===== src/core/cfgsig_pkg.sv =====
// Constants shared by the configuration and signature read-out ends.
// Assumes a single 200 MHz clock and two synchronous resets, srst and por_rst.
package cfgsig_pkg;
	// Programming control register bit positions
	localparam int unsigned SELF_PROG_EN_BIT = 0;
	localparam int unsigned PAGE_ERASE_BIT = 1;
	localparam int unsigned PAGE_WRITE_BIT = 2;
	localparam int unsigned CONFIG_READ_BIT = 3;
	localparam int unsigned CLR_BUF_BIT = 4;
	localparam int unsigned SIG_ROW_READ_BIT = 5;
	localparam int unsigned RWW_BUSY_BIT = 6;
	localparam logic [5:0] CTRL_RESET = 6'h00;
	// Accepted control write patterns
	localparam logic [5:0] CTRL_SIG_READ = 6'h21;
	localparam logic [5:0] CTRL_CLR_BUF = 6'h11;
	localparam logic [5:0] CTRL_CFG_READ = 6'h09;
	localparam logic [5:0] CTRL_PAGE_WRITE = 6'h05;
	localparam logic [5:0] CTRL_PAGE_ERASE = 6'h03;
	localparam logic [5:0] CTRL_FILL = 6'h01;
	// Arming windows, in cycles after the control write
	localparam logic [2:0] LOAD_WIN = 3'h3;
	localparam logic [2:0] STORE_WIN = 3'h4;
	// Index pointer addresses for configuration reads
	localparam logic [15:0] Z_FUSE_LOW = 16'h0000;
	localparam logic [15:0] Z_LOCK = 16'h0001;
	localparam logic [15:0] Z_FUSE_EXT = 16'h0002;
	localparam logic [15:0] Z_FUSE_HIGH = 16'h0003;
	// Signature row addresses
	localparam logic [15:0] Z_SIG_ID0 = 16'h0000;
	localparam logic [15:0] Z_SIG_CAL = 16'h0001;
	localparam logic [15:0] Z_SIG_ID1 = 16'h0002;
	localparam logic [15:0] Z_SIG_TS_OFS = 16'h0003;
	localparam logic [15:0] Z_SIG_ID2 = 16'h0004;
	localparam logic [15:0] Z_SIG_TS_GAIN = 16'h0005;
	localparam logic [7:0] SIG_RESERVED = 8'hFF;
	// Flash write time
	localparam int unsigned CLK_PERIOD_PS = 5000;
	localparam longint unsigned FLASH_WR_MIN_NS = 3700000;
	localparam longint unsigned FLASH_WR_MAX_NS = 4500000;
	localparam int unsigned FLASH_WR_CYC = int'((FLASH_WR_MIN_NS * 1000 + CLK_PERIOD_PS - 1) / CLK_PERIOD_PS);
	localparam int unsigned FLASH_CNT_W = 20;
	// Flash operation kinds
	typedef enum logic [1:0] {
		CFGSIG_FL_ERASE = 2'h0,
		CFGSIG_FL_WRITE = 2'h1,
		CFGSIG_FL_LOCK = 2'h2,
		CFGSIG_FL_FILL = 2'h3
	} cfgsig_flop_t;
	// Controller commands
	typedef enum logic [2:0] {
		CFGSIG_OP_LOAD = 3'h0,
		CFGSIG_OP_CFG = 3'h1,
		CFGSIG_OP_SIG = 3'h2,
		CFGSIG_OP_ERASE = 3'h3,
		CFGSIG_OP_WRITE = 3'h4,
		CFGSIG_OP_FILL = 3'h5
	} cfgsig_op_t;
	// Controller APB register offsets
	localparam logic [7:0] HOST_ADDR_OFS = 8'h00;
	localparam logic [7:0] HOST_CMD_OFS = 8'h04;
	localparam logic [7:0] HOST_RESULT_OFS = 8'h08;
	localparam int unsigned RESULT_DONE_BIT = 8;
endpackage


===== src/core/cfgsig_if.sv =====
// Link between the core-side loader and the read-out device.
// Both ends run on the same clk; no timing of its own.
`timescale 1ns/1ps
interface cfgsig_if;
	logic ctrl_wr;
	logic [7:0] ctrl_wdata;
	logic [7:0] ctrl_rdata;
	logic [15:0] zptr;
	logic load_req;
	logic load_ack;
	logic [7:0] load_data;
	logic store_req;
	logic ee_busy;
	modport dev (input ctrl_wr, ctrl_wdata, zptr, load_req, store_req,
		output ctrl_rdata, load_ack, load_data, ee_busy);
	modport host (output ctrl_wr, ctrl_wdata, zptr, load_req, store_req,
		input ctrl_rdata, load_ack, load_data, ee_busy);
endinterface


===== src/core/cfgsig_dev.sv =====
// Configuration and signature read-out device end.
// Assumes latched fuse and lock copies and a combinational program memory read port.
// Contract
// - Pointer 1 armed load returns lock bits
// - Clear read flags on completion or timeout
// - Disarmed load reads program memory normally
// - Pointer 0 armed load returns low fuses
// - Pointer 3 armed load returns high fuses
// - Pointer 2 returns extended fuse byte
// - Programmed bits read zero, unprogrammed one
// - Signature armed load returns signature byte
// - Clear signature flags on completion or timeout
// - Identity bytes at pointers 0, 2, 4
// - Calibration 1, sensor offset 3, gain 5
// - Software ignores reserved signature addresses
// - Reset never aborts a running flash write; por_rst here does
// - Flash writes last 3.7 to 4.5 ms
// - Read-while-write busy always reads zero
// - Loader polls enable flag before commands
// - Loader masks interrupts, waits EEPROM idle
// - Signature read flag is control bit 5
// - Config read flag is control bit 3
// - Enable flag is bit 0, arms window
// - EEPROM write blocks config reads, programming
`timescale 1ns/1ps
module cfgsig_dev #(
	parameter int unsigned FLASH_WR_CYC = cfgsig_pkg::FLASH_WR_CYC, // Flash write duration in clocks
	parameter logic [7:0] SIG_ID0 = 8'h5A, // Identity byte 0, arbitrary value
	parameter logic [7:0] SIG_ID1 = 8'hA5, // Identity byte 1, arbitrary value
	parameter logic [7:0] SIG_ID2 = 8'h3C // Identity byte 2, arbitrary value
) (
	input wire logic clk, // System clock
	input wire logic srst, // Synchronous reset, active high
	input wire logic por_rst, // Power-on reset, clears everything
	cfgsig_if.dev lnk, // Link to the loader
	input wire logic [1:0] lock_bits, // Latched lock bits, 0 = programmed
	input wire logic [7:0] fuse_low_config_byte, // Latched low fuse byte
	input wire logic [7:0] fuse_high_config_byte, // Latched high fuse byte
	input wire logic fuse_ext_bit, // Latched extended fuse bit 0
	input wire logic [7:0] osc_cal_byte, // Oscillator calibration byte
	input wire logic [7:0] temp_sensor_offset_byte, // Temperature sensor offset
	input wire logic [7:0] temp_sensor_gain_byte, // Temperature sensor gain
	input wire logic eeprom_write_in_progress_flag, // EEPROM write running
	output logic [15:0] prog_rd_addr, // Program memory byte address
	input wire logic [7:0] prog_rd_data, // Program memory byte read data
	output logic flash_start, // One-cycle pulse: flash operation begins
	output cfgsig_pkg::cfgsig_flop_t flash_kind, // Kind of the last flash operation
	output logic flash_busy // Timed flash write running
);
	import cfgsig_pkg::*;

	logic [5:0] prog_ctrl_status_reg_q;
	logic [5:0] ctrl_d;
	logic [2:0] win_q;
	logic [FLASH_CNT_W-1:0] fl_cnt_q;
	logic fl_busy_q;
	logic ack_q;
	logic [7:0] data_q;
	logic start_q;
	cfgsig_flop_t kind_q;

	wire self_prog_enable_flag = prog_ctrl_status_reg_q[SELF_PROG_EN_BIT];
	wire config_read_flag = prog_ctrl_status_reg_q[CONFIG_READ_BIT];
	wire sig_row_read_flag = prog_ctrl_status_reg_q[SIG_ROW_READ_BIT];
	wire erase_flag = prog_ctrl_status_reg_q[PAGE_ERASE_BIT];
	wire write_flag = prog_ctrl_status_reg_q[PAGE_WRITE_BIT];
	wire read_while_write_busy_flag = 1'b0;
	wire ee_block = eeprom_write_in_progress_flag;

	// Control writes that match a legal pattern
	wire wr_pattern_ok = (lnk.ctrl_wdata[5:0] == CTRL_SIG_READ) || (lnk.ctrl_wdata[5:0] == CTRL_CLR_BUF) ||
		(lnk.ctrl_wdata[5:0] == CTRL_CFG_READ) || (lnk.ctrl_wdata[5:0] == CTRL_PAGE_WRITE) ||
		(lnk.ctrl_wdata[5:0] == CTRL_PAGE_ERASE) || (lnk.ctrl_wdata[5:0] == CTRL_FILL);
	// A pending arm must not be overwritten while the flash is busy
	wire ctrl_take = lnk.ctrl_wr && wr_pattern_ok && !ee_block && !fl_busy_q;

	wire load_win = win_q < LOAD_WIN;
	wire store_win = win_q < STORE_WIN;
	wire cfg_armed = self_prog_enable_flag && config_read_flag && load_win && !ee_block;
	wire sig_armed = self_prog_enable_flag && sig_row_read_flag && load_win;
	wire load_cfg = lnk.load_req && cfg_armed;
	wire load_sig = lnk.load_req && sig_armed;
	wire read_mode = config_read_flag || sig_row_read_flag;
	wire store_take = lnk.store_req && self_prog_enable_flag && store_win && !fl_busy_q && !ee_block
		&& !sig_row_read_flag;
	wire timed_op = erase_flag || write_flag || config_read_flag;
	wire store_timed = store_take && timed_op;
	wire fl_done = fl_busy_q && (fl_cnt_q == FLASH_CNT_W'(FLASH_WR_CYC - 1));
	wire read_expire = read_mode && !fl_busy_q && (win_q == LOAD_WIN - 3'h1) && !lnk.load_req;
	wire store_expire = !read_mode && !fl_busy_q && (win_q == STORE_WIN - 3'h1) && !lnk.store_req;

	// Fuse and lock view; unprogrammed unused bits read as one
	wire [7:0] lock_byte = {6'h3F, lock_bits};
	wire [7:0] ext_byte = {7'h7F, fuse_ext_bit};
	wire [7:0] cfg_byte = (lnk.zptr == Z_LOCK) ? lock_byte :
		(lnk.zptr == Z_FUSE_LOW) ? fuse_low_config_byte :
		(lnk.zptr == Z_FUSE_EXT) ? ext_byte :
		(lnk.zptr == Z_FUSE_HIGH) ? fuse_high_config_byte :
		8'hFF;
	wire [7:0] sig_byte = (lnk.zptr == Z_SIG_ID0) ? SIG_ID0 :
		(lnk.zptr == Z_SIG_ID1) ? SIG_ID1 :
		(lnk.zptr == Z_SIG_ID2) ? SIG_ID2 :
		(lnk.zptr == Z_SIG_CAL) ? osc_cal_byte :
		(lnk.zptr == Z_SIG_TS_OFS) ? temp_sensor_offset_byte :
		(lnk.zptr == Z_SIG_TS_GAIN) ? temp_sensor_gain_byte :
		SIG_RESERVED;
	// One destination path for every load
	wire [7:0] load_byte = load_cfg ? cfg_byte : load_sig ? sig_byte : prog_rd_data;

	always_comb begin
		ctrl_d = prog_ctrl_status_reg_q;
		if (ctrl_take) begin
			ctrl_d = lnk.ctrl_wdata[5:0];
		end else if (fl_done) begin
			ctrl_d = CTRL_RESET;
		end else if (load_cfg || load_sig) begin
			ctrl_d = CTRL_RESET;
		end else if (store_take && !store_timed) begin
			ctrl_d = CTRL_RESET;
		end else if (store_timed) begin
			ctrl_d = prog_ctrl_status_reg_q;
		end else if (read_expire || store_expire) begin
			ctrl_d = CTRL_RESET;
		end
	end

	// Control state; srst during a flash write leaves it untouched, por_rst clears it
	always_ff @(posedge clk) begin
		if (por_rst || (srst && !fl_busy_q)) begin
			prog_ctrl_status_reg_q <= CTRL_RESET;
			win_q <= STORE_WIN;
		end else begin
			prog_ctrl_status_reg_q <= ctrl_d;
			if (ctrl_take) begin
				win_q <= 3'h0;
			end else if (win_q != STORE_WIN) begin
				win_q <= win_q + 3'h1;
			end
		end
	end

	// Flash write timer runs from clk; only power-on stops it
	always_ff @(posedge clk) begin
		if (por_rst) begin
			fl_busy_q <= 1'b0;
			fl_cnt_q <= '0;
		end else if (store_timed) begin
			fl_busy_q <= 1'b1;
			fl_cnt_q <= '0;
		end else if (fl_done) begin
			fl_busy_q <= 1'b0;
		end else if (fl_busy_q) begin
			fl_cnt_q <= fl_cnt_q + FLASH_CNT_W'(1);
		end
	end

	always_ff @(posedge clk) begin
		if (srst || por_rst) begin
			ack_q <= 1'b0;
			data_q <= 8'h00;
			start_q <= 1'b0;
			kind_q <= CFGSIG_FL_ERASE;
		end else begin
			ack_q <= lnk.load_req;
			if (lnk.load_req) begin
				data_q <= load_byte;
			end
			// A lock write (config read flag with a store) starts the flash as well
			start_q <= store_take;
			if (store_take) begin
				kind_q <= erase_flag ? CFGSIG_FL_ERASE : write_flag ? CFGSIG_FL_WRITE :
					config_read_flag ? CFGSIG_FL_LOCK : CFGSIG_FL_FILL;
			end
		end
	end

	assign lnk.ctrl_rdata = {1'b0, read_while_write_busy_flag, prog_ctrl_status_reg_q};
	assign lnk.load_ack = ack_q;
	assign lnk.load_data = data_q;
	assign lnk.ee_busy = eeprom_write_in_progress_flag;
	assign prog_rd_addr = lnk.zptr;
	assign flash_start = start_q;
	assign flash_kind = kind_q;
	assign flash_busy = fl_busy_q;
endmodule // cfgsig_dev


===== src/flat_wrapper.sv =====
// flat-port wrapper written by rule: the top's interface ports become plain ports
module cfgsig_dev_flat import cfgsig_pkg::*;
#(
	parameter int unsigned FLASH_WR_CYC = cfgsig_pkg::FLASH_WR_CYC,                                  
	parameter logic [7:0] SIG_ID0 = 8'h5A,                                    
	parameter logic [7:0] SIG_ID1 = 8'hA5,                                    
	parameter logic [7:0] SIG_ID2 = 8'h3C                                    
)
  (clk, srst, por_rst, lock_bits, fuse_low_config_byte, fuse_high_config_byte, fuse_ext_bit, osc_cal_byte, temp_sensor_offset_byte, temp_sensor_gain_byte, eeprom_write_in_progress_flag, prog_rd_addr, prog_rd_data, flash_start, flash_kind, flash_busy, lnk_ctrl_wr, lnk_ctrl_wdata, lnk_zptr, lnk_load_req, lnk_store_req, lnk_ctrl_rdata, lnk_load_ack, lnk_load_data, lnk_ee_busy);
  cfgsig_if lnk_i ();
  input wire logic clk;
  input wire logic srst;
  input wire logic por_rst;
  input wire logic [1:0] lock_bits;
  input wire logic [7:0] fuse_low_config_byte;
  input wire logic [7:0] fuse_high_config_byte;
  input wire logic fuse_ext_bit;
  input wire logic [7:0] osc_cal_byte;
  input wire logic [7:0] temp_sensor_offset_byte;
  input wire logic [7:0] temp_sensor_gain_byte;
  input wire logic eeprom_write_in_progress_flag;
  output logic [15:0] prog_rd_addr;
  input wire logic [7:0] prog_rd_data;
  output logic flash_start;
  output cfgsig_pkg::cfgsig_flop_t flash_kind;
  output logic flash_busy;
  input wire logic [$bits(lnk_i.ctrl_wr)-1:0] lnk_ctrl_wr;
  input wire logic [$bits(lnk_i.ctrl_wdata)-1:0] lnk_ctrl_wdata;
  input wire logic [$bits(lnk_i.zptr)-1:0] lnk_zptr;
  input wire logic [$bits(lnk_i.load_req)-1:0] lnk_load_req;
  input wire logic [$bits(lnk_i.store_req)-1:0] lnk_store_req;
  output wire logic [$bits(lnk_i.ctrl_rdata)-1:0] lnk_ctrl_rdata;
  output wire logic [$bits(lnk_i.load_ack)-1:0] lnk_load_ack;
  output wire logic [$bits(lnk_i.load_data)-1:0] lnk_load_data;
  output wire logic [$bits(lnk_i.ee_busy)-1:0] lnk_ee_busy;
  assign lnk_i.ctrl_wr = lnk_ctrl_wr;
  assign lnk_i.ctrl_wdata = lnk_ctrl_wdata;
  assign lnk_i.zptr = lnk_zptr;
  assign lnk_i.load_req = lnk_load_req;
  assign lnk_i.store_req = lnk_store_req;
  assign lnk_ctrl_rdata = lnk_i.ctrl_rdata;
  assign lnk_load_ack = lnk_i.load_ack;
  assign lnk_load_data = lnk_i.load_data;
  assign lnk_ee_busy = lnk_i.ee_busy;
  cfgsig_dev #(.FLASH_WR_CYC(FLASH_WR_CYC), .SIG_ID0(SIG_ID0), .SIG_ID1(SIG_ID1), .SIG_ID2(SIG_ID2)) u_core (.clk(clk), .srst(srst), .por_rst(por_rst), .lnk(lnk_i), .lock_bits(lock_bits), .fuse_low_config_byte(fuse_low_config_byte), .fuse_high_config_byte(fuse_high_config_byte), .fuse_ext_bit(fuse_ext_bit), .osc_cal_byte(osc_cal_byte), .temp_sensor_offset_byte(temp_sensor_offset_byte), .temp_sensor_gain_byte(temp_sensor_gain_byte), .eeprom_write_in_progress_flag(eeprom_write_in_progress_flag), .prog_rd_addr(prog_rd_addr), .prog_rd_data(prog_rd_data), .flash_start(flash_start), .flash_kind(flash_kind), .flash_busy(flash_busy));
endmodule

===== config.mk =====
export PLATFORM = sky130hd
export DESIGN_NAME = cfgsig_dev_flat
export DESIGN_NICKNAME = d
export VERILOG_FILES = /design/src/core/cfgsig_pkg.sv /design/src/core/cfgsig_if.sv /design/src/core/cfgsig_dev.sv /design/src/flat_wrapper.sv
export SDC_FILE = /design/constraint.sdc
export NUM_CORES = 1
export LEC_CHECK = 0
export ABC_AREA = 1
export BUFFER_PORTS_ARGS = -buffer_cell sky130_fd_sc_hd__buf_2
export CORE_UTILIZATION = 50
export DETAILED_ROUTE_END_ITERATION = 6
export GPL_TIMING_DRIVEN = 0
export PLACE_DENSITY = 0.81
export SLEW_MARGIN = 20
export SYNTH_ARGS = -nofsm -noshare
export SYNTH_HDL_FRONTEND = slang
export SYNTH_SLANG_ARGS = --single-unit

===== constraint.sdc =====
create_clock -name clk -period 2.4 [get_ports clk]
set_clock_uncertainty 0.15 [all_clocks]
set_input_delay 0.12 -clock clk [delete_from_list [all_inputs] [get_ports clk]]
set_output_delay 0.12 -clock clk [all_outputs]
set_load 0.02 [all_outputs]

# Yosys cells after proc, flatten, opt, wreduce, memory -nomap -nowiden
# Cells that the tools add are included.
# word_totals
regBits	42
input_bits	82
out_inout_bits	38
elab_cells	107
# classes
add_sub_neg	2
magnitude_cmp	2
eq_ne	16
muxes	25
n_bitwise	1
reduce_logical	52
# ops
cell	n
8-bit 2-to-1 mux	12
6-bit 2-to-1 mux	6
16-bit by 2-bit equality test with 1-bit output (second input constant)	2
16-bit by 3-bit equality test with 1-bit output (second input constant)	2
1-bit logical AND	25
20-bit by 1-bit adder with 20-bit output (second input constant)	1
20-bit equality test (second input constant)	1
16-bit by 1-bit equality test with 1-bit output (second input constant)	1
16-bit logical NOT	1
1-bit logical OR	12
1-bit logical NOT	7
3-bit by 2-bit equality test with 1-bit output (second input constant)	2
6-bit by 1-bit equality test with 1-bit output (second input constant)	1
6-bit by 2-bit equality test with 1-bit output (second input constant)	1
6-bit by 3-bit equality test with 1-bit output (second input constant)	1
6-bit by 4-bit equality test with 1-bit output (second input constant)	1
6-bit by 5-bit equality test with 1-bit output (second input constant)	1
6-bit equality test (second input constant)	1
3-bit 2-to-1 mux	2
5-bit by 4-bit != test with 1-bit output (second input constant)	1
5-bit nonzero test	1
2-bit 2-to-1 mux	2
2-bit AND reduction	2
2-bit nonzero test	2
7 further kinds	10

# Logic depth before layout (Yosys ltp)
# Gate-level depths: netlist of run 1.
# depth
word_depth	12
mapped_depth	13
mapped_depth_nobuf	12

# Worst setup path before layout of run 1
# OpenSTA, ideal clock, no wires.
# synth_timing
path_type	flip-flop to flip-flop
startpoint	reg u_core.fl_cnt_q[0]
endpoint	reg u_core.fl_cnt_q[5]
setup_time_ns	0.132
t_arrival_ns	1.490
required_time_ns	2.118
path_slack_ns	0.627
stages_incl_launch_ff	10
path_buffers	1
period_less_slack_ns	1.773
cell_sequence	dfxtp_1 -> ha_1 -> nand3_2 -> nor4_4 -> nand3_1 -> nand2_4 -> inv_2 -> buf_2 -> nand2_1 -> a21oi_1
# synth_between
elab_chain_cells	4
elab_cells_between_ends	5
cone_classes	add/sub: 1; eq/ne: 1; bitwise: 1; reduce/logical: 2
# synth_lines
element	line	rtl
start: declaration	cfgsig_dev.sv:55	logic [FLASH_CNT_W-1:0] fl_cnt_q;
start signal: assignment	cfgsig_dev.sv:153	fl_cnt_q <= fl_cnt_q + FLASH_CNT_W'(1);
parallel branches: the longest is 4 deep, another holds 20-bit by 1-bit adder with 20-bit output	-	
# Several ways; the timed one is not identified.
# A chain may end at the register's enable or synchronous reset.

# Worst setup path after layout of run 1
# Ends and elaborated chain as after synthesis.

==> results of run 1 <==
power by group through the flow:
stage          clock network [mW]  registers [mW]  logic (mW)
6_report                    0.565           0.706       0.229
5_1_grt                     0.591           0.707       0.248
4_1_cts                     0.567           0.706       0.226
3_5_place_dp                    0           0.722       0.218
3_3_place_gp                    0           0.722       0.215
2_1_floorplan                   0           0.730       0.106
flip-flops by register name, indices dropped and copies added, names as in the netlist:
register / count
u_core.flash_busy: 1
u_core.win_q: 3
u_core.lnk.load_data: 8
u_core.lnk.load_ack: 1
u_core.flash_kind: 2
u_core.prog_ctrl_status_reg_q: 6
u_core.fl_cnt_q: 20
u_core.flash_start: 1
worst max-delay path, cell delays in order, from the launching register on:
cell,delay [ps]
dfxtp_1,440
ha_1,280
nand3_2,160
nor4_4,190
nand3_1,160
nand2_4,160
inv_2,90
buf_2,200
nand2_1,80
a21oi_1,50
cell usage after synthesis, types with 4 or more instances:
master | n | share of area (%)
nand2_1 | 111 | 13
nand3_1 | 25 | 4.0
inv_1 | 49 | 5.9
nor2_1 | 46 | 5.5
nor2_4 | 5 | 1.8
nor3_1 | 16 | 2.6
buf_4 | 21 | 5.0
o21ai_1 | 7 | 1.1
nand2_2 | 4 | 0.80
nor2_2 | 5 | 1.0
o22ai_1 | 4 | 0.80
nand4_1 | 21 | 4.2
a21oi_1 | 42 | 6.7
nor3b_2 | 5 | 2.0
xnor2_1 | 4 | 1.1
inv_2 | 6 | 0.72
o21ai_0 | 17 | 2.7
nand3b_1 | 8 | 1.9
xor2_1 | 10 | 2.8
dfxtp_1 | 42 | 27
ha_1 | 5 | 2.0
metal layers:
layer	vias up	share of wire (%)
met3	24	5.6
met4	0	2.4
li1	1814	-
met2	128	50
met1	1587	42
met5	-	0
cells by family (layout without fill, tap and decap cells):
| kind of cell | count (synthesis) | count (layout) |
|---|---|---|
| AOI/OAI and AO/OA | 75 | 75 |
| xor gates and xnor gates | 14 | 14 |
| adders and majority gates | 5 | 5 |
| buffers and inverters | 83 | 211 |
| DFF | 42 | 42 |
| other | 1 | 2 |
| and+or+nand+nor | 259 | 259 |
area by class of cell:
| cell class | instances | area share [%] |
|---|---|---|
| Buffer | 28 | 5.107 |
| Clock buffer | 6 | 1.828 |
| Clock inverter | 2 | 0.9458 |
| Inverter | 55 | 5.202 |
| Multi-Input combinational cell | 355 | 47.48 |
| Sequential cell | 42 | 21.19 |
| Tap cell | 75 | 2.364 |
| Timing Repair Buffer | 120 | 15.89 |
path summary, 6_finish.rpt:
path                                                        from                                   end  slack (ps)  cells after the start
worst min register to register  u_core.fl_cnt_q[19]$_SDFFE_PP0P_      u_core.fl_cnt_q[19]$_SDFFE_PP0P_         330                      2
worst min-delay path                             prog_rd_data[1]  u_core.lnk.load_data[1]$_SDFFE_PP0P_          20                      5
worst max-delay path             u_core.fl_cnt_q[0]$_SDFFE_PP0P_       u_core.fl_cnt_q[5]$_SDFFE_PP0P_         300                      9
worst max register to register   u_core.fl_cnt_q[0]$_SDFFE_PP0P_       u_core.fl_cnt_q[5]$_SDFFE_PP0P_         300                      9
what timing repair did:
item	in CTS	in global routing
hold buffers	6	0
resized for setup	0	0
endpoints found under the hold margin	6	0
==> out/qor.csv, run 1 <==
metric,value,unit
drt via density,5.202,
final non-filler cell total,683,
Placed Area,3799,µm²
DRC Markers,0,
vias in the first global route,3197,
post-route antenna net violation count,0,
Max VDD drop,346.3,µV
routing usage on met2,47.39,%
setup_tns,0,ps
Chip Height,81.13,µm
Core Area,5991,µm²
Setup crit start kind,register,
fin util,66.25,%
register bit total from synthesis,42,
worst hold slack,21.63,ps
Synth Area in Compound Gates,12.63,%
"CTS clk-pin slew, worst paths",80,ps
Critical Path Sink Type,register,
Hold Fails Final Rpt,0,
layout cells sized above 1,30.43,%
via count,3553,
asr flop ratio synth,0,%
Final setup viols,0,
DP Wirelength,6693,µm
placed cells,669,
Die ar.,6581,µm²
P_leak,1.859,nW
Global Route met3 Usage,5.056,%
number of buffers created by CTS,5,
outcome,finished clean,
Core Rows,28,
cell internal pwr,1.121,mW
post-synthesis mux area share,0,%
Ports,120,
initial antenna violation count,0,
area of the multi-input gates,1884,µm²
worst skew pair latency,300,ps
maximum root-to-sink buffer count,2,
Slew Limit Fails,0,
final wirelength,8691,µm
Synth Area in Adders,1.998,%
TritonCTS clock tree,built,
Worst Max-Slew Pin Slew,560.1,ps
Finished Cell Area,3969,µm²
Filler cells,532,
# Post-CTS Setup Buffers,0,
pre-CTS WS,309.5,ps
synthesis-to-layout area growth,26.78,%
DR iter-0 viols,209,
total net switching power,0.3799,mW
Tot GR Track Use,27.34,%
largest net degree at the start of global routing,14,
Pwr Density,378.1,nW/µm²
synthesized instance count,479,
Synth Flop Type,dfxtp_1,
Worst Path Arrival,2120,ps
fmax,0.4770,GHz
Min-Delay Path Class,input pin to register,
YS warnings,0,
drt first pass iters,4,
GPL Wtd Cong,0.9398,
"Distinct cells, synth",38,
overall power,1.500,mW
XOR/XNOR share of the synthesized area,3.917,%
clk sink count,42,
register area,840.8,µm²
largest family of logic cells by synthesized area,simple AND/OR/NAND/NOR gates,
post-synthesis simple-gate area fraction,41.41,%
Post-synth EDFFs,0,
synthesized cell area,3131,µm²
clock power share,37.7,%
Slew headroom,62.66,%
first-pass GRT wire length,14040,µm
minimum clock period,2096,ps
H-Tree Depth,2,
busiest layer in global routing,met2,
antenna diode count,0,
Final nets,694,
DR WL/cell,12.72,µm
total congestion overflow,0,
Final WS setup,303.7,ps
CP Max Fanout,10,
Flop pwr share,47.1,%
most frequent cells in the layout,"buf_2, nand2_1, inv_1",
Comb pwr share,15.3,%
critical path data required time,2430,ps
"Seq/Total Area, Yosys",26.86,%
Initial Util,52.26,%
"most common cell after layout, fill and taps aside",buf_2,
sw frac,25.32,%
MaxCap Viol Count,0,
Die X,81.13,µm
port buffer count,114,
RSZ-0062 raised after global routing,false,
clk root buf,clkbuf_8,
crit share post-route,87.35,%
critical path class,register to register,
met1 usage,33.49,%
synthesized area per cell,6.535,µm²
Note: power is estimated with default switching activity, not from simulation.
==> run 2: changes to the inputs <==
--- a/config.mk
+++ b/config.mk
@@ -10,7 +10,7 @@
 export CORE_UTILIZATION = 50
 export DETAILED_ROUTE_END_ITERATION = 6
 export GPL_TIMING_DRIVEN = 0
-export PLACE_DENSITY = 0.81
+export PLACE_DENSITY = 0.83
 export SLEW_MARGIN = 20
 export SYNTH_ARGS = -nofsm -noshare
 export SYNTH_HDL_FRONTEND = slang
==> run 2 against run 1 <==
- via count increased by 1.5%
- critical endpoint unchanged
- non-clock buffer count unchanged
- count of clock-buffer cells in the layout decreased by 1
- wire length increased by 0.89%
- hold slack improved by 6.8 ps
- register-to-register slack about the same
- power increased by 1.5%
- clock power increased by 3.9%
- sequential share of layout area about the same
- combinational power about the same
- fmax decreased by 0.30%
- design area about the same
==> out/qor.csv, run 2 (synthesis results as in run 1) <==
metric,value,unit,change
outcome,finished clean,,
Pwr Density,383.3,nW/µm²,+1.4%
P_leak,1.866,nW,+0.38%
Reg with most FFs,u_core.fl_cnt_q,,
Ports,120,,unchanged
critical path data required time,2420,ps,about the same
maximum root-to-sink buffer count,2,,unchanged
Max VDD drop,345.9,µV,-0.11%
Worst Path Arrival,2120,ps,about the same
Core Rows,28,,unchanged
Tot GR Track Use,28.10,%,+0.76 points
drt via density,5.283,,+1.5%
antenna diode count,0,,unchanged
total congestion overflow,0,,unchanged
Final nets,694,,unchanged
worst reg2reg endpoint,u_core.fl_cnt_q[5]$_SDFFE_PP0P_,,
Slew headroom,61.72,%,-0.94 points
synthesis-to-layout area growth,26.86,%,about the same
Core Area,5991,µm²,unchanged
reg2reg start,u_core.fl_cnt_q[0]$_SDFFE_PP0P_,,
first-pass GRT wire length,14480,µm,+3.1%
Hold Fails Final Rpt,0,,unchanged
Initial Util,52.26,%,unchanged
worst reg2reg path depth,9,,unchanged
DRC Markers,0,,unchanged
"most common cell after layout, fill and taps aside",buf_2,,
via count,3608,,+1.5%
GPL Wtd Cong,0.9399,,about the same
most frequent cells in the layout,"buf_2, nand2_1, inv_1",,
vias in the first global route,3370,,+5.4%
clk root buf,clkbuf_8,,
max reg flops,20,,unchanged
post-route antenna net violation count,0,,unchanged
largest net degree at the start of global routing,15,,+1
critical path class,register to register,,
TritonCTS clock tree,built,,
port buffer count,114,,unchanged
DP Wirelength,6934,µm,+3.6%
fmax,0.4756,GHz,-0.30%
Slew Limit Fails,0,,unchanged
critical path's largest stage delay,440,ps,about the same
minimum clock period,2103,ps,+6.344 ps
final wirelength,8768,µm,+0.89%
Chip Height,81.13,µm,unchanged
Final setup viols,0,,unchanged
Slowest cell on crit path,dfxtp_1,,
CP Max Fanout,10,,unchanged
setup_tns,0,ps,unchanged
layout cells sized above 1,30.59,%,+0.16 points
Die X,81.13,µm,unchanged
"Critical Path, Cell by Cell",ha_1 -> nand3_2 -> nor4_4 -> nand3_1 -> nand2_4 -> inv_2 -> buf_2 -> nand2_1 -> a21oi_1,,
Min-Delay Path Class,input pin to register,,
drt first pass iters,4,,unchanged
MaxCap Viol Count,0,,unchanged
Worst Hold Launch,prog_rd_data[0],,
Final WS setup,297.3,ps,-6.344 ps
worst skew pair latency,300,ps,about the same
worst setup path endpoint,u_core.fl_cnt_q[5]$_SDFFE_PP0P_,,
# Post-CTS Setup Buffers,0,,unchanged
pre-CTS WS,302.5,ps,-6.990 ps
CP Launch Point,u_core.fl_cnt_q[0]$_SDFFE_PP0P_,,
Die ar.,6581,µm²,unchanged
Worst R2R Setup Slack,300,ps,about the same
DR iter-0 viols,190,,-9.1%
number of buffers created by CTS,5,,unchanged
initial antenna violation count,0,,unchanged
H-Tree Depth,2,,unchanged
Critical Path Sink Type,register,,
DR WL/cell,12.84,µm,+0.89%
Worst Max-Slew Pin Slew,574.3,ps,+14.12 ps
clk sink count,42,,unchanged
"CTS clk-pin slew, worst paths",90,ps,about the same
crit share post-route,87.61,%,+0.26 points
Setup crit start kind,register,,
Filler cells,555,,+4.3%
RSZ-0062 raised after global routing,false,,
[run 2: how the worst min path moves through the flow]
stage / end / slack, ps / cells past startpoint
global placement: u_core.flash_busy$_SDFFE_PP0P_ / 160 / 2
detailed placement: u_core.flash_busy$_SDFFE_PP0P_ / 170 / 2
CTS: u_core.lnk.load_data[0]$_SDFFE_PP0P_ / 30 / 5
finish: u_core.lnk.load_data[0]$_SDFFE_PP0P_ / 30 / 5
global route: u_core.lnk.load_data[1]$_SDFFE_PP0P_ / 40 / 5
floorplan: u_core.flash_busy$_SDFFE_PP0P_ / 40 / 1
[run 2: worst max-delay path, delay by kind of cell, from the launching register on]
family,cells,cell delay [ps]
simple gates,5,760
compound gates,1,60
fa+ha+maj,1,280
flops,1,440
buf+inv,2,290
[run 2: power breakdown]
part / switching (mW) / internal [mW]
sequential: 0.00419 / 0.703
clock: 0.275 / 0.312
combinational: 0.121 / 0.107
[run 2: per-stage QoR]
step | cell area (µm²) | std cells | power (mW) | utilization (%) | hold WS (ps)
floorplan | 3134 | 480 | 0.8365 | - | 39.07
global placement | 3799 | 669 | 0.9368 | 63.41 | 161.7
detailed placement | 3799 | 669 | 0.9417 | 63.41 | 165.9
CTS | 3971 | 683 | 1.516 | 66.29 | 28.43
global route | 3971 | 683 | 1.574 | 66.29 | 39.79
finish | 3971 | 683 | 1.522 | 66.29 | 28.43
[run 2: timing repair]
item,in CTS,in global routing
endpoints found under the hold margin,6,0
hold buffers,6,0
gates resized for setup,0,0
[run 2: area by class of cell]
cell class              instances  area (µm²)  share of cell area (%)
repair buffers                120       630.6                   15.88
multi-input cells             355        1884                   47.45
inverters                      55       206.4                   5.198
flip-flops and latches         42       840.8                   21.17
clock buffers                   5       68.82                   1.733
clock inverters                 3       43.79                   1.103
plain buffers                  28       202.7                   5.104
well taps                      75       93.84                   2.363
[run 2: routing by layer]
metal  wire (µm)  vias up  track usage (%)
met5           0        -                0
met4         262        0            11.96
met3         386       29            4.607
met2        4561      122            50.42
met1        3558     1642            32.70
li1            -     1815                -
==> run 3: changes to the inputs <==
--- a/config.mk
+++ b/config.mk
@@ -11,6 +11,7 @@
 export DETAILED_ROUTE_END_ITERATION = 6
 export GPL_TIMING_DRIVEN = 0
 export PLACE_DENSITY = 0.83
+export REMOVE_ABC_BUFFERS = 1
 export SLEW_MARGIN = 20
 export SYNTH_ARGS = -nofsm -noshare
 export SYNTH_HDL_FRONTEND = slang
==> run 3 against run 2 <==
- non-clock buffer count decreased by 27
- sequential share of layout area increased by 1.1 points
- clock power decreased by 7.2%
- cell count decreased by 4.0%
- highest routed layer unchanged
- first-iteration DRC count decreased by 16%
- power decreased by 4.6%
- critical path type unchanged
- hold slack improved by 4.3 ps
- sequential cell count unchanged
- wire length decreased by 6.1%
- fmax decreased by 1.3%
- count of clock-buffer cells in the layout increased by 3
==> out/qor.csv, run 3 (synthesis results as in run 1) <==
metric,value,unit,change
outcome,finished clean,,
Worst R2R Setup Slack,270,ps,-30 ps
Crit path max-delay family,simple AND/OR/NAND/NOR gates,,
H-Tree Depth,2,,unchanged
DR WL/cell,12.55,µm,-2.3%
"CTS clk-pin slew, worst paths",80,ps,about the same
worst hold slack,32.78,ps,+4.346 ps
clock power share,37.5,%,-1.1 points
Tot GR Track Use,26.70,%,-1.4 points
"Critical Path, Cell by Cell",ha_1 -> nand3_2 -> nor4_4 -> nand3_1 -> nand2_4 -> inv_2 -> nand2_1 -> a21oi_2,,
synthesis-to-layout area growth,20.46,%,
Setup crit start kind,register,,
number of buffers created by CTS,5,,unchanged
final wirelength,8230,µm,-6.1%
Slew headroom,48.69,%,-13 points
drt via density,5.250,,-0.62%
critical path's largest stage delay,420,ps,-20 ps
vias in the first global route,3248,,-3.6%
worst reg2reg endpoint,u_core.fl_cnt_q[16]$_SDFFE_PP0P_,,
Min-Delay Path Class,input pin to register,,
layout cells sized above 1,27.71,%,-2.9 points
Core Area,5991,µm²,unchanged
Core Rows,28,,unchanged
CP Buf/Inv Count,1,,-1
worst reg2reg path depth,8,,-1
via count,3444,,-4.5%
Placed Area,3601,µm²,-5.2%
Final nets,667,,-3.9%
TritonCTS clock tree,built,,
Ports,120,,unchanged
busiest layer in global routing,met2,,
max reg flops,20,,unchanged
Max VDD drop,302.4,µV,-13%
cell depth of the worst hold path,5,,unchanged
Finished Cell Area,3771,µm²,-5.0%
DR iter-0 viols,159,,-16%
met1 usage,32.40,%,-0.29 points
Filler cells,565,,+1.8%
MaxCap Viol Count,0,,unchanged
most frequent cells in the layout,"buf_2, nand2_1, inv_1",,
Slowest cell on crit path,dfxtp_1,,
DRC Markers,0,,unchanged
DP Wirelength,6431,µm,-7.3%
antenna diode count,0,,unchanged
largest net degree at the start of global routing,28,,+13
Chip Height,81.13,µm,unchanged
clk root buf,clkbuf_8,,
hold buffers post-CTS,6,,unchanged
drt first pass iters,4,,unchanged
worst skew pair latency,300,ps,about the same
Die ar.,6581,µm²,unchanged
Worst Max-Slew Pin Slew,767.7,ps,+193.5 ps
reg2reg start,u_core.fl_cnt_q[0]$_SDFFE_PP0P_,,
maximum root-to-sink buffer count,2,,unchanged
critical path class,register to register,,
RSZ-0062 raised after global routing,false,,
sw frac,25.61,%,-0.65 points
GPL Wtd Cong,0.9068,,-3.5%
Flop pwr share,48.7,%,+2.3 points
Hold Fails Final Rpt,0,,unchanged
clk sink count,42,,unchanged
CP Max Fanout,27,,+17
post-route antenna net violation count,0,,unchanged
routing usage on met2,45.63,%,-4.8 points
Global Route met3 Usage,4.831,%,+0.22 points
Reg with most FFs,u_core.fl_cnt_q,,
Die X,81.13,µm,unchanged
Worst Path Arrival,2140,ps,+20 ps
total congestion overflow,0,,unchanged
"most common cell after layout, fill and taps aside",buf_2,,
overall power,1.452,mW,-4.6%
Critical Path Sink Type,register,,
minimum clock period,2130,ps,+27.19 ps
Comb pwr share,13.8,%,-1.2 points
crit share post-route,88.74,%,+1.1 points
fmax,0.4695,GHz,-1.3%
port buffer count,115,,+0.88%
post-CTS resize count,0,,unchanged
total net switching power,0.3718,mW,-7.0%
P_leak,1.738,nW,-6.9%
# Post-CTS Setup Buffers,0,,unchanged
Slew Limit Fails,0,,unchanged
setup_tns,0,ps,unchanged
Worst Hold Launch,prog_rd_data[1],,
Pwr Density,385.0,nW/µm²,+0.42%
Final setup viols,0,,unchanged
Worst Hold End,u_core.lnk.load_data[1]$_SDFFE_PP0P_,,
cell internal pwr,1.080,mW,-3.8%
first-pass GRT wire length,13830,µm,-4.4%
initial antenna violation count,0,,unchanged
Initial Util,52.26,%,unchanged
critical path data required time,2410,ps,about the same
==> run 3: final cells by class <==
cell class	instances	area [µm²]	area share [%]
clock buffers	8	110.1	2.920
multi-input cells	355	1884	49.97
flip-flops and latches	42	840.8	22.30
inverters	55	206.4	5.474
repair buffers	121	635.6	16.85
well taps	75	93.84	2.488
==> run 3: through the flow <==
step                      setup WS, ps  std cells  utilization, %
after floorplan                  597.6        452               -
after CTS                        264.7        656           62.95
after global routing             102.7        656           62.95
after global placement           311.5        642           60.11
final                            270.1        656           62.95
after detailed placement         273.0        642           60.11
==> run 3: worst max-delay path by stage <==
stage	from	to	slack, ps	cells after the start
6_report	u_core.fl_cnt_q[0]$_SDFFE_PP0P_	u_core.fl_cnt_q[16]$_SDFFE_PP0P_	270	8
3_3_place_gp	u_core.fl_cnt_q[0]$_SDFFE_PP0P_	u_core.fl_cnt_q[16]$_SDFFE_PP0P_	310	8
5_1_grt	u_core.fl_cnt_q[0]$_SDFFE_PP0P_	u_core.fl_cnt_q[13]$_SDFFE_PP0P_	100	8
2_1_floorplan	u_core.fl_cnt_q[0]$_SDFFE_PP0P_	u_core.fl_cnt_q[16]$_SDFFE_PP0P_	600	8
3_5_place_dp	u_core.fl_cnt_q[0]$_SDFFE_PP0P_	u_core.fl_cnt_q[19]$_SDFFE_PP0P_	270	8
4_1_cts	u_core.fl_cnt_q[0]$_SDFFE_PP0P_	u_core.fl_cnt_q[5]$_SDFFE_PP0P_	260	8
==> run 3: routing by layer <==
layer / wire length (µm) / vias to the layer above
met3: 377 / 23
met1: 3604 / 1562
met2: 4029 / 105
met5: 0 / -
li1: - / 1754
met4: 218 / 0
==> run 3: power by group through the flow <==
stage	Combinational [mW]	Sequential (mW)	Clock, mW
6_report	0.200	0.707	0.545
5_1_grt	0.219	0.707	0.577
4_1_cts	0.199	0.707	0.549
3_5_place_dp	0.190	0.723	0
3_3_place_gp	0.187	0.723	0
2_1_floorplan	0.0571	0.730	0
==> run 3: worst register-to-register path, delay by kind of cell (launching register included) <==
kind | cells | cell delay [ps]
AND/OR/NAND/NOR | 5 | 890
flip-flops | 1 | 420
adder cells (fa/ha/maj) | 1 | 290
buffers and inverters | 1 | 190
AO/OA/AOI/OAI | 1 | 50
